## src/hdl/rifm_pkg.sv

```systemverilog
// constants and carrier types for the radio event flag and pin routing unit
package rifm_pkg;
    // register indexes; byte address is four times the index
    localparam logic [5:0] IDX_ROUTE_A = 6'h25;
    localparam logic [5:0] IDX_ROUTE_B = 6'h26;
    localparam logic [5:0] IDX_FLAGS_MODE = 6'h27;
    localparam logic [5:0] IDX_FLAGS_BUF = 6'h28;
    localparam logic [5:0] IDX_TRIG_LEVEL = 6'h29;
    localparam logic [5:0] IDX_RX_START_TMO = 6'h2A;
    localparam logic [5:0] IDX_POST_DET_TMO = 6'h2B;
    // reset values
    localparam logic [7:0] RST_ROUTE_A = 8'h00;
    localparam logic [3:0] RST_ROUTE_B = 4'h0;
    localparam logic [2:0] RST_CLK_SEL = 3'h7;
    localparam logic [7:0] RST_TRIG_LEVEL = 8'hE4;
    localparam logic [7:0] RST_TMO = 8'h00;
    localparam logic [7:0] RST_LOW_SUPPLY = 8'h00;
    // mode flag register bit positions
    localparam int B_OP_READY = 7;
    localparam int B_RX_READY = 6;
    localparam int B_TX_READY = 5;
    localparam int B_SYNTH_LOCK = 4;
    localparam int B_SIGNAL = 3;
    localparam int B_TIMEOUT = 2;
    localparam int B_AUTO_SEQ = 1;
    localparam int B_SYNC_HIT = 0;
    // buffer flag register bit positions
    localparam int B_BUF_FULL = 7;
    localparam int B_BUF_DATA = 6;
    localparam int B_BUF_LEVEL = 5;
    localparam int B_BUF_OVF = 4;
    localparam int B_FRAME_SENT = 3;
    localparam int B_FRAME_RCVD = 2;
    localparam int B_CRC_GOOD = 1;
    localparam int B_SUPPLY_LOW = 0;
    // route_b layout
    localparam int ROUTE_B_LSB = 4;
    // clock output codes
    localparam logic [2:0] CLK_UNDIV = 3'h0;
    localparam logic [2:0] CLK_DIV_MAX = 3'h5;
    localparam logic [2:0] CLK_RC = 3'h6;
    localparam logic [2:0] CLK_OFF = 3'h7;
    // buffer and timeout figures, and the apb byte lane
    localparam logic [6:0] BUF_FULL_COUNT = 7'h42;
    localparam int TMO_SCALE_SHIFT = 4;
    localparam logic [1:0] APB_BYTE_LANE = 2'h0;

    typedef enum logic [2:0] {
        MODE_SLEEP,
        MODE_STANDBY,
        MODE_SYNTH,
        MODE_RX,
        MODE_TX
    } rifm_mode_t;

    // status coming from the rest of the transceiver
    typedef struct packed {
        rifm_mode_t op_mode;
        logic intermediate_mode;
        logic continuous_mode;
        logic xo_running;
        logic pll_locked;
        logic rssi_sampling;
        logic rx_chain_done;
        logic pa_ramp_done;
        logic [7:0] signal_strength_value;
        logic signal_valid;
        logic sync_addr_detect;
        logic frame_sent_evt;
        logic last_byte_evt;
        logic crc_on;
        logic crc_ok_evt;
        logic checksum_fail_keep;
        logic [6:0] buffer_count;
        logic [6:0] buffer_threshold;
        logic overrun_evt;
        logic supply_below_thresh;
        logic bit_tick;
        logic xtal_tick;
        logic rc_osc;
    } rifm_evt_t;
endpackage

```

## src/hdl/rifm_top.sv

```systemverilog
// event flags, pin routing, clock output select and receive timeouts behind apb
`timescale 1ns/1ps
//
// Contract
// - six 2-bit pin routing selects, reset zero
// - clock output select: divide, rc, off
// - op ready sets when mode reached, clears on change
// - rx ready after rx chain, clears leaving rx
// - tx ready after pa ramp, clears leaving tx
// - synth lock follows pll in synth/rx/tx
// - signal flag above trigger in rx, writable clear
// - timeout flag on expiry, clears rx exit/empty
// - auto sequence flag follows intermediate mode, lags sleep
// - sync hit flag, clear rules, continuous-only write clear
// - buffer full exactly at 66 bytes
// - buffer has data when count nonzero
// - buffer level when count above threshold
// - overflow flag outside sleep, write-one clears buffer
// - frame sent in tx, clears leaving tx
// - frame received after last byte, checksum gated
// - checksum good in rx, clears on empty
// - supply low sticky until software clears
// - trigger level reset e4, minus half dbm
// - start timeout value times 16 bit periods
// - post-detect timeout value times 16 bit periods
// - signal strength is half-db magnitude
// - checksum fail keep still raises frame received
module rifm_top (
    input wire logic core_clk,
    input wire logic rst_n,
    input wire logic psel,
    input wire logic penable,
    input wire logic pwrite,
    input wire logic [7:0] paddr,
    input wire logic [31:0] pwdata,
    input wire logic [3:0] pstrb,
    output logic [31:0] prdata,
    output logic pready,
    output logic pslverr,
    input wire rifm_pkg::rifm_evt_t evt,
    output logic [5:0] pin_out,
    output logic clock_output_pin,
    output logic rc_osc_enable,
    output logic buffer_clear
);
    function automatic logic [11:0] tmo_limit(input logic [7:0] v);
        tmo_limit = {v, 4'h0};
    endfunction

    function automatic logic pin_event(input logic [1:0] sel, input logic [3:0] ev);
        pin_event = ev[sel];
    endfunction

    // register bus
    logic pready_q, pready_d;
    logic pslverr_q, pslverr_d;
    logic [31:0] prdata_q, prdata_d;
    logic [5:0] idx;
    logic addr_ok;
    logic wr_fire;
    logic [7:0] wdata;

    // software registers
    logic [7:0] route_a_q, route_a_d;
    logic [3:0] route_b_q, route_b_d;
    logic [2:0] clk_sel_q, clk_sel_d;
    logic [7:0] trig_q, trig_d;
    logic [7:0] tmo1_q, tmo1_d;
    logic [7:0] tmo2_q, tmo2_d;

    // flags
    logic [7:0] fm_q, fm_d;
    logic [7:0] fb_q, fb_d;
    rifm_pkg::rifm_mode_t mode_prev_q;
    logic inter_lag_q;
    logic [6:0] count_prev_q;
    logic buf_clear_q, buf_clear_d;

    // timeouts
    logic [11:0] cnt1_q, cnt1_d, cnt2_q, cnt2_d;
    logic done1_q, done1_d, done2_q, done2_d;
    logic armed2_q, armed2_d;
    logic run1, run2, hit1, hit2;

    // clock output and pins
    logic [4:0] div_cnt_q, div_cnt_d;
    logic clk_tog_q, clk_tog_d;
    logic clk_out_q, clk_out_d;
    logic rc_en_q, rc_en_d;
    logic [5:0] pin_q, pin_d;

    logic in_rx, mode_chg, rx_entry, emptied, sig_above, op_reached;

    always_comb
    begin
        idx = paddr[7:2];
        addr_ok = (paddr[1:0] == rifm_pkg::APB_BYTE_LANE) &&
            (idx >= rifm_pkg::IDX_ROUTE_A) && (idx <= rifm_pkg::IDX_POST_DET_TMO);
        wr_fire = psel && penable && pwrite && pready_q && !pslverr_q && pstrb[0];
        wdata = pwdata[7:0];
        pready_d = psel && penable && !pready_q;
        pslverr_d = pready_d && !addr_ok;
        prdata_d = prdata_q;
        if (pready_d)
        begin
            prdata_d = 32'h0000_0000;
            case (idx)
                rifm_pkg::IDX_ROUTE_A: prdata_d[7:0] = route_a_q;
                rifm_pkg::IDX_ROUTE_B: prdata_d[7:0] = {route_b_q, 1'b0, clk_sel_q};
                rifm_pkg::IDX_FLAGS_MODE: prdata_d[7:0] = fm_q;
                rifm_pkg::IDX_FLAGS_BUF: prdata_d[7:0] = fb_q;
                rifm_pkg::IDX_TRIG_LEVEL: prdata_d[7:0] = trig_q;
                rifm_pkg::IDX_RX_START_TMO: prdata_d[7:0] = tmo1_q;
                rifm_pkg::IDX_POST_DET_TMO: prdata_d[7:0] = tmo2_q;
                default: prdata_d = 32'h0000_0000;
            endcase
        end
    end

    always_comb
    begin
        route_a_d = route_a_q;
        route_b_d = route_b_q;
        clk_sel_d = clk_sel_q;
        trig_d = trig_q;
        tmo1_d = tmo1_q;
        tmo2_d = tmo2_q;
        if (wr_fire)
        begin
            case (idx)
                rifm_pkg::IDX_ROUTE_A: route_a_d = wdata;
                rifm_pkg::IDX_ROUTE_B:
                begin
                    route_b_d = wdata[7:rifm_pkg::ROUTE_B_LSB];
                    clk_sel_d = wdata[2:0];
                end
                rifm_pkg::IDX_TRIG_LEVEL: trig_d = wdata;
                rifm_pkg::IDX_RX_START_TMO: tmo1_d = wdata;
                rifm_pkg::IDX_POST_DET_TMO: tmo2_d = wdata;
                default: route_a_d = route_a_q;
            endcase
        end
    end

    // flag logic; a set in the same cycle as a clear wins, except op ready, which a mode change clears even when the new mode is reached
    always_comb
    begin
        in_rx = evt.op_mode == rifm_pkg::MODE_RX;
        mode_chg = evt.op_mode != mode_prev_q;
        rx_entry = in_rx && (mode_prev_q != rifm_pkg::MODE_RX);
        emptied = (count_prev_q != 7'h00) && (evt.buffer_count == 7'h00);
        // stronger signal is a smaller magnitude
        sig_above = evt.signal_valid && (evt.signal_strength_value < trig_q);
        case (evt.op_mode)
            rifm_pkg::MODE_SLEEP: op_reached = 1'b1;
            rifm_pkg::MODE_STANDBY: op_reached = evt.xo_running;
            rifm_pkg::MODE_SYNTH: op_reached = evt.pll_locked;
            rifm_pkg::MODE_RX: op_reached = evt.rssi_sampling;
            rifm_pkg::MODE_TX: op_reached = evt.pa_ramp_done;
            default: op_reached = 1'b0;
        endcase
        fm_d = fm_q;
        fb_d = fb_q;
        buf_clear_d = 1'b0;
        fm_d[rifm_pkg::B_OP_READY] = !mode_chg && (fm_q[rifm_pkg::B_OP_READY] || op_reached);
        fm_d[rifm_pkg::B_RX_READY] = in_rx &&
            (fm_q[rifm_pkg::B_RX_READY] || evt.rx_chain_done);
        fm_d[rifm_pkg::B_TX_READY] = (evt.op_mode == rifm_pkg::MODE_TX) &&
            (fm_q[rifm_pkg::B_TX_READY] || evt.pa_ramp_done);
        fm_d[rifm_pkg::B_SYNTH_LOCK] = evt.pll_locked && (evt.op_mode == rifm_pkg::MODE_SYNTH ||
            in_rx || evt.op_mode == rifm_pkg::MODE_TX);
        fm_d[rifm_pkg::B_AUTO_SEQ] = (evt.op_mode == rifm_pkg::MODE_SLEEP) ?
            inter_lag_q : evt.intermediate_mode;
        if (wr_fire && idx == rifm_pkg::IDX_FLAGS_MODE)
        begin
            if (wdata[rifm_pkg::B_SIGNAL])
                fm_d[rifm_pkg::B_SIGNAL] = 1'b0;
            if (wdata[rifm_pkg::B_SYNC_HIT] && evt.continuous_mode)
                fm_d[rifm_pkg::B_SYNC_HIT] = 1'b0;
        end
        if (!in_rx)
        begin
            fm_d[rifm_pkg::B_SIGNAL] = 1'b0;
            fm_d[rifm_pkg::B_TIMEOUT] = 1'b0;
            fm_d[rifm_pkg::B_SYNC_HIT] = 1'b0;
        end
        if (emptied)
        begin
            fm_d[rifm_pkg::B_TIMEOUT] = 1'b0;
            fm_d[rifm_pkg::B_SYNC_HIT] = 1'b0;
            fb_d[rifm_pkg::B_FRAME_RCVD] = 1'b0;
            fb_d[rifm_pkg::B_CRC_GOOD] = 1'b0;
        end
        if (in_rx && sig_above)
            fm_d[rifm_pkg::B_SIGNAL] = 1'b1;
        if (in_rx && (hit1 || hit2))
            fm_d[rifm_pkg::B_TIMEOUT] = 1'b1;
        if (in_rx && evt.sync_addr_detect)
            fm_d[rifm_pkg::B_SYNC_HIT] = 1'b1;
        fb_d[rifm_pkg::B_BUF_FULL] = evt.buffer_count == rifm_pkg::BUF_FULL_COUNT;
        fb_d[rifm_pkg::B_BUF_DATA] = evt.buffer_count != 7'h00;
        fb_d[rifm_pkg::B_BUF_LEVEL] = evt.buffer_count > evt.buffer_threshold;
        fb_d[rifm_pkg::B_FRAME_SENT] = (evt.op_mode == rifm_pkg::MODE_TX) &&
            (fb_q[rifm_pkg::B_FRAME_SENT] || evt.frame_sent_evt);
        if (wr_fire && idx == rifm_pkg::IDX_FLAGS_BUF)
        begin
            if (wdata[rifm_pkg::B_BUF_OVF])
            begin
                fb_d[rifm_pkg::B_BUF_OVF] = 1'b0;
                buf_clear_d = 1'b1;
            end
            if (wdata[rifm_pkg::B_SUPPLY_LOW])
                fb_d[rifm_pkg::B_SUPPLY_LOW] = 1'b0;
        end
        if (evt.overrun_evt && evt.op_mode != rifm_pkg::MODE_SLEEP)
            fb_d[rifm_pkg::B_BUF_OVF] = 1'b1;
        if (evt.supply_below_thresh)
            fb_d[rifm_pkg::B_SUPPLY_LOW] = 1'b1;
        if (in_rx && evt.last_byte_evt &&
            (!evt.crc_on || evt.checksum_fail_keep || evt.crc_ok_evt))
            fb_d[rifm_pkg::B_FRAME_RCVD] = 1'b1;
        if (in_rx && evt.crc_ok_evt)
            fb_d[rifm_pkg::B_CRC_GOOD] = 1'b1;
    end

    // receive timeouts counted in bit periods
    always_comb
    begin
        run1 = in_rx && !fm_q[rifm_pkg::B_SIGNAL] && (tmo1_q != 8'h00) && !done1_q;
        run2 = in_rx && armed2_q && !fb_q[rifm_pkg::B_FRAME_RCVD] &&
            (tmo2_q != 8'h00) && !done2_q;
        hit1 = run1 && (cnt1_q == tmo_limit(tmo1_q));
        hit2 = run2 && (cnt2_q == tmo_limit(tmo2_q));
        cnt1_d = cnt1_q;
        done1_d = done1_q || hit1;
        cnt2_d = cnt2_q;
        done2_d = done2_q || hit2;
        armed2_d = armed2_q;
        if (run1 && !hit1 && evt.bit_tick)
            cnt1_d = cnt1_q + 12'h001;
        if (run2 && !hit2 && evt.bit_tick)
            cnt2_d = cnt2_q + 12'h001;
        if (in_rx && sig_above && !fm_q[rifm_pkg::B_SIGNAL])
        begin
            armed2_d = 1'b1;
            cnt2_d = 12'h000;
            done2_d = 1'b0;
        end
        if (!in_rx || rx_entry)
        begin
            cnt1_d = 12'h000;
            done1_d = 1'b0;
            cnt2_d = 12'h000;
            done2_d = 1'b0;
            armed2_d = 1'b0;
        end
    end

    // clock output divider and pin routing
    always_comb
    begin
        div_cnt_d = div_cnt_q;
        clk_tog_d = clk_tog_q;
        clk_out_d = 1'b0;
        rc_en_d = clk_sel_q == rifm_pkg::CLK_RC;
        if (clk_sel_q == rifm_pkg::CLK_UNDIV)
            clk_out_d = evt.xtal_tick;
        else if (clk_sel_q <= rifm_pkg::CLK_DIV_MAX)
        begin
            if (evt.xtal_tick)
            begin
                if (div_cnt_q >= 5'((5'h01 << (clk_sel_q - 3'h1)) - 5'h01))
                begin
                    div_cnt_d = 5'h00;
                    clk_tog_d = !clk_tog_q;
                end
                else
                    div_cnt_d = div_cnt_q + 5'h01;
            end
            clk_out_d = clk_tog_q;
        end
        else if (clk_sel_q == rifm_pkg::CLK_RC)
            clk_out_d = evt.rc_osc;
        for (int i = 0; i < 4; i++)
            pin_d[i] = pin_event(route_a_q[7 - 2 * i -: 2],
                {fm_q[rifm_pkg::B_OP_READY], fm_q[rifm_pkg::B_SYNC_HIT],
                fb_q[rifm_pkg::B_BUF_LEVEL],
                fb_q[rifm_pkg::B_FRAME_RCVD] | fb_q[rifm_pkg::B_FRAME_SENT]});
        for (int i = 0; i < 2; i++)
            pin_d[4 + i] = pin_event(route_b_q[3 - 2 * i -: 2],
                {fm_q[rifm_pkg::B_OP_READY], fm_q[rifm_pkg::B_SYNC_HIT],
                fb_q[rifm_pkg::B_BUF_LEVEL],
                fb_q[rifm_pkg::B_FRAME_RCVD] | fb_q[rifm_pkg::B_FRAME_SENT]});
    end

    always_ff @(posedge core_clk)
    begin
        if (!rst_n)
        begin
            pready_q <= 1'b0;
            pslverr_q <= 1'b0;
            prdata_q <= 32'h0000_0000;
            route_a_q <= rifm_pkg::RST_ROUTE_A;
            route_b_q <= rifm_pkg::RST_ROUTE_B;
            clk_sel_q <= rifm_pkg::RST_CLK_SEL;
            trig_q <= rifm_pkg::RST_TRIG_LEVEL;
            tmo1_q <= rifm_pkg::RST_TMO;
            tmo2_q <= rifm_pkg::RST_TMO;
            fm_q <= 8'h80;
            fb_q <= rifm_pkg::RST_LOW_SUPPLY;
            mode_prev_q <= rifm_pkg::MODE_SLEEP;
            inter_lag_q <= 1'b0;
            count_prev_q <= 7'h00;
            buf_clear_q <= 1'b0;
            cnt1_q <= 12'h000;
            cnt2_q <= 12'h000;
            done1_q <= 1'b0;
            done2_q <= 1'b0;
            armed2_q <= 1'b0;
            div_cnt_q <= 5'h00;
            clk_tog_q <= 1'b0;
            clk_out_q <= 1'b0;
            rc_en_q <= 1'b0;
            pin_q <= 6'h00;
        end
        else
        begin
            pready_q <= pready_d;
            pslverr_q <= pslverr_d;
            prdata_q <= prdata_d;
            route_a_q <= route_a_d;
            route_b_q <= route_b_d;
            clk_sel_q <= clk_sel_d;
            trig_q <= trig_d;
            tmo1_q <= tmo1_d;
            tmo2_q <= tmo2_d;
            fm_q <= fm_d;
            fb_q <= fb_d;
            mode_prev_q <= evt.op_mode;
            inter_lag_q <= evt.intermediate_mode;
            count_prev_q <= evt.buffer_count;
            buf_clear_q <= buf_clear_d;
            cnt1_q <= cnt1_d;
            cnt2_q <= cnt2_d;
            done1_q <= done1_d;
            done2_q <= done2_d;
            armed2_q <= armed2_d;
            div_cnt_q <= div_cnt_d;
            clk_tog_q <= clk_tog_d;
            clk_out_q <= clk_out_d;
            rc_en_q <= rc_en_d;
            pin_q <= pin_d;
        end
    end

    assign prdata = prdata_q;
    assign pready = pready_q;
    assign pslverr = pslverr_q;
    assign pin_out = pin_q;
    assign clock_output_pin = clk_out_q;
    assign rc_osc_enable = rc_en_q;
    assign buffer_clear = buf_clear_q;
endmodule

```

## config.mk

```make
export PLATFORM = sky130hd
export DESIGN_NAME = rifm_top
export DESIGN_NICKNAME = d
export VERILOG_FILES = /design/src/hdl/rifm_pkg.sv /design/src/hdl/rifm_top.sv
export SDC_FILE = /design/constraint.sdc
export NUM_CORES = 1
export LEC_CHECK = 0
export BUFFER_PORTS_ARGS = -buffer_cell sky130_fd_sc_hd__buf_4
export CORE_MARGIN = 3
export CORE_UTILIZATION = 45
export DETAILED_ROUTE_END_ITERATION = 7
export HOLD_SLACK_MARGIN = 0.05
export PLACE_DENSITY = 0.76
export SYNTH_ARGS = -nofsm -noshare
export SYNTH_HDL_FRONTEND = slang
export SYNTH_SLANG_ARGS = --single-unit
export TNS_END_PERCENT = 5
```

## constraint.sdc

```tcl
create_clock -name core_clk -period 2.8 [get_ports core_clk]
set_input_delay 0.28 -clock core_clk [delete_from_list [all_inputs] [get_ports core_clk]]
set_output_delay 0.28 -clock core_clk [all_outputs]
set_load 0.02 [all_outputs]
```

# [Yosys cells after proc, flatten, opt, wreduce, memory -nomap -nowiden]
# Cells that the tools add are included.
[classes] add_sub_neg=5 order_cmp=12 n_eq_ne=22 n_shift=1 mux=40 bitwise=3 reduce_logical=95
[op_table] op="one-hot mux 8 bit (7 select lines)" n=1
[op_table] op="equality test 6 bit (second input constant)" n=7
[op_table] op="logical AND 1 bit" n=41
[op_table] op="2-to-1 mux 1 bit" n=29
[op_table] op="adder 12 x 1 -> 12 bit (second input constant)" n=2
[op_table] op="equality test 12 bit" n=2
[op_table] op="AND reduction 2 bit" n=10
[op_table] op="< comparator 2 x 3 -> 1 bit (second input constant)" n=6
[op_table] op="nonzero test 8 bit" n=2
[op_table] op="nonzero test 7 bit" n=2
[op_table] op="logical NOT 1 bit" n=13
[op_table] op="binary-select mux 1 bit (select 2 bit)" n=6
[op_table] op="logical OR 1 bit" n=12
[op_table] op="nonzero test 2 bit" n=6
[op_table] op="< comparator 8 bit" n=1
[op_table] op="inequality test 4 x 1 -> 1 bit (second input constant)" n=2
[op_table] op="equality test 7 bit (second input constant)" n=1
[op_table] op="> comparator 7 bit" n=1
[op_table] op="logical NOT 7 bit" n=1
[op_table] op="equality test 3 x 2 -> 1 bit (second input constant)" n=2
[op_table] op="equality test 3 bit (second input constant)" n=2
[op_table] op=">= comparator 6 bit (second input constant)" n=1
[op_table] op="less-or-equal comparator 6 bit (second input constant)" n=1
[op_table] op="logical NOT 3 bit" n=2
[op_table] op="21 further kinds" n=25
[totals] ff_bits=118 in_bits=93 output_inout_bits=43 word_cells=210

# [Logic depth before layout (Yosys ltp)]
[depth] word_depth=10 depth_mapped=14 ltp_nobuf=13

# [Worst setup path after synthesis]
# Ideal clock, no wire load.
[synth_timing] path_type="register -> register" start="register clk_sel_q[1]" end="register div_cnt_q[1]" setup_time_ns=0.072 arrival_time_ns=2.610 t_required_ns=2.728 slack_ns=0.119 stages_incl_launch_ff=11 n_path_buf=1 synth_period_minus_slack_ns=2.681 cell_sequence="dfxtp_1 clkbuf_1 or3b_2 ha_1 xnor2_1 ha_1 a21o_1 a21o_1 a211oi_1 o21ai_0 a21oi_1"
[synth_via] elab_chain_cells=5 elab_cells_between_ends=9
[synth_lines] item="start: declaration" line="rifm_top.sv:66" source="logic [2:0] clk_sel_q, clk_sel_d;"
[synth_lines] item="start signal: assignment" line="rifm_top.sv:305" source="clk_sel_q <= rifm_pkg::RST_CLK_SEL;"
[synth_lines] item="start signal: assignment" line="rifm_top.sv:333" source="clk_sel_q <= clk_sel_d;"
[synth_lines] item="subtractor 3 x 1 -> 3 bit" line="rifm_top.sv:272" source="if (div_cnt_q >= 5'((5'h01 << (clk_sel_q - 3'h1)) - 5'h01))"
[synth_lines] item="left shift 1 x 3 -> 5 bit" line="rifm_top.sv:272"
[synth_lines] item="subtractor 5 x 1 -> 5 bit" line="rifm_top.sv:272"
[synth_lines] item=">= comparator 5 bit" line="rifm_top.sv:272"
[synth_lines] item="2-to-1 mux 5 bit" line="rifm_top.sv:272"
[synth_lines] item="end signal: assignment" line="rifm_top.sv:348" source="div_cnt_q <= div_cnt_d;"
[synth_lines] item="end: declaration" line="rifm_top.sv:86" source="logic [4:0] div_cnt_q, div_cnt_d;"
# Parallel ways exist; a longest one is shown, timed or not.
# A chain may end at the register's enable or synchronous reset.

# [Worst setup path after layout]
[layout_timing] start="register clk_sel_q[2]" end="register div_cnt_q[1]"
# Same word-level chain as after synthesis.

==> impl_metrics.yaml <==
run_status:
  outcome: "completed"
yosys:
  synth_cell_type_count: 69
  synth.yosys.seq_area_share: 0.379
  syn_inst: 682
  synthArstFlopShare: 0
  most_numerous_cell_in_the_yosys_netlist: "dfxtp_1"
  number_of_synthesized_register_bits: 118
  yosys_most_used_dff: "dfxtp_1"
  synth_common_cells: "dfxtp_1, nor2_1, mux2i_1, nand2_1, inv_1"
  post_synth_instance_area_sq_um: 6240
  synth_top_area_frac: 0.379
  netlist_top_cells_area: "dfxtp_1, mux2i_1, ha_1, nor2_1, buf_4"
  syn_avg_cell_area_sq_um: 9.15
  synth.largest_area_cell: "dfxtp_1"
  synth_enable_flop_cells: 0
  synth-warning-count: 0
sta:
  grt_setup_unrepaired: "no"
  final_setup_skew_ns: 0.00781
  hold_viol_final: 0
  setup_viol: 0
  relSlewSlack: 0.480
  min_period_ns: 2.56
  final-max-slew-violation-count: 0
  max_slew.worst_pin.slew_ns: 0.773
  timing.fmax_ghz: 0.391
  fin_hold_ws_ns: 0.0771
  timing.setup.tns_ns: 0
  period_share: 0.914
power_and_ir_drop:
  ir_worst_vdd_mv: 0.444
  p_int_uw: 3140
  p_sw_frac: 0.222
  seqPwrFrac: 0.427
  clock_power_share: 0.496
  power.density_nw_per_um2: 535
  power_switching_uw: 897
  static-leakage-power_uw: 0.00304
  p_comb_frac: 0.077
worst_setup_path:
  critical_path.startpoint_type: "flop"
  worst_ep_required_time_ns: 3.14
  crit_type: "flop to flop"
  critical_path_arrival_ns: 2.90
  worstPathMaxFanout: 5
  worst_setup_path_end_kind: "flop"
global_routing:
  global_route.usage.total: 0.209
  first_global_vias: 4855
  gr-total-overflow: 0
  grt_start_max_net_pins: 48
  grt_first_pass_wirelength_mm: 24.6
  number_of_antenna_violations_at_the_first_check_in_global_routing: 0
placement:
  io_buffers: 84
  finalWeightedCongestion: 0.856
  dpl.hpwl_mm: 11.5
clocking:
  worst_setup_hold_path_clk_slew_ns: 0.05
  cts-root-to-sink-buffers: 2
  cts_htree_levels: 4
  ctsRootBufferMaster: "clkbuf_16"
  insertion_delay_ns: 0.42
  tritoncts: "done"
  cts.sink_count: 118
  tritoncts.num_buffers: 17
  cts_setup_buffers: 0
floorplanning:
  fp.dieArea_sq_um: 15300
  floorplan.initialDensity: 0.465
  placement_rows: 42
  placeableCoreArea_sq_um: 13400
  io_pins: 136
  floorplan.die.width_um: 124
  die_height_um: 124
route:
  detail_route.first_pass.iterations: 4
  drt-wirelength-per-cell_um: 16.3
  dr_total_vias: 5191
  post_route_drc_violation_count: 0
  drt_iter0_drc: 390
  ant_nets: 0
  route.detailed.vias_per_inst: 5.43
  drt_wl_total_mm: 15.5
finish:
  fin_nets: 887
  storage_cell_area_sq_um: 2360
  antenna_cells_inserted: 0
  layout-drive-gt1-share: 0.201
  fill_cells: 1178
  area_added_between_synthesis_and_finish_pct: 20.8
  multi_input_area_sq_um: 3520
min_path:
  min-delay-path-class: "input port to flop"
run:
  max_cap_viol_count: 0
-- layout make-up --
cell class | instances | share of cell area
clock buffer | 26 | 0.0663
clock inverter | 4 | 0.00598
inverter | 39 | 0.0194
multi-input combinational | 495 | 0.467
sequential | 118 | 0.314
tap | 176 | 0.0292
timing repair buffer | 98 | 0.0980
-- state kept, by name (all words and copies together) (netlist names), 8 cells and up --
register   cells
tmo2_q         8
cnt1_q        12
tmo1_q         8
cnt2_q        12
prdata         8
route_a_q      8
fm_q           8
trig_q         8
fb_q           8
-- layer usage --
layer | GRT usage | up-vias | routed length [um]
met3 | 0.0536 | 18 | 951
met1 | 0.278 | 2456 | 7100
met2 | 0.335 | 159 | 7270
met5 | 0 | - | 0
li1 | - | 2558 | -
met4 | 0.0616 | 0 | 218
-- cells by family after synthesis --
family	after synthesis	synth area share
AOI/OAI and AO/OA	119	0.133
other	1	0.000601
and+or+nand+nor	235	0.207
muxes	60	0.114
buffers and inverters	92	0.0714
adders and majority gates	25	0.0502
DFF	118	0.379
xor gates and xnor gates	32	0.0449
-- timing repair --
item                                    4_1_cts  5_1_grt
resized for setup                             0        2
endpoints found under the setup margin        0        5
hold buffers                                  1        0
hold endpoints to repair                      1        0
-- worst max-delay path, cell delays in order, from the launching register on --
cell and delay [ns]:
dfxtp_1 0.31, or3b_2 0.47, ha_1 0.26, xnor2_1 0.21, ha_1 0.28, a21o_1 0.18, a21o_1 0.18, a211oi_2 0.29
o21ai_1 0.18, a21oi_1 0.14
-- worst paths after layout --
path	startpoint	end	slack [ns]	cells past startpoint
hold / removal	evt[35]	fm_q[6]$_SDFF_PN0_	0.08	3
hold reg to reg	fb_q[4]$_SDFFE_PN0P_	fb_q[4]$_SDFFE_PN0P_	0.47	2
setup / recovery	clk_sel_q[2]$_SDFFE_PN1P_	div_cnt_q[1]$_SDFFE_PN0P_	0.24	9
setup reg to reg	clk_sel_q[2]$_SDFFE_PN1P_	div_cnt_q[1]$_SDFFE_PN0P_	0.24	9
-- layout by cell type, fill, tap and decap left out, types with 9 or more instances in the layout --
cell | synthesis | routed
mux2i_1 | 44 | 44
or3_1 | 14 | 14
buf_4 | 24 | 97
xor2_1 | 12 | 12
and2_1 | 9 | 9
ha_1 | 25 | 25
a211oi_1 | 15 | 14
inv_1 | 39 | 39
a21oi_1 | 27 | 27
a22oi_1 | 9 | 9
clkbuf_16 | 0 | 17
nand3_1 | 11 | 11
nand2_1 | 44 | 44
xnor2_1 | 20 | 20
o21ai_0 | 20 | 19
dfxtp_1 | 118 | 118
nand4_1 | 16 | 16
conb_1 | 1 | 24
nor2_1 | 79 | 79
-- per-stage QoR --
step | setup slack [ns] | area (sq um) | std cells | total power [uW] | utilization
global placement | 0.182 | 6970 | 925 | 2060 | 0.520
detailed placement | 0.0941 | 6970 | 925 | 2060 | 0.520
global route | 0.0965 | 7530 | 956 | 4170 | 0.562
floorplan | 0.119 | 6320 | 705 | 1950 | -
finish | 0.242 | 7530 | 956 | 4030 | 0.562
CTS | 0.0954 | 7530 | 956 | 4050 | 0.562
-- power by group through the flow --
| stage | Sequential (uW) | Clock [uW] | Combinational (uW) |
|---|---|---|---|
| after floorplan | 1750 | 0 | 196 |
| after global placement | 1750 | 0 | 304 |
| after detailed placement | 1750 | 0 | 306 |
| after CTS | 1720 | 2020 | 310 |
| after global routing | 1720 | 2110 | 337 |
| final | 1720 | 2000 | 311 |
Power figures use the tool's default switching activity.
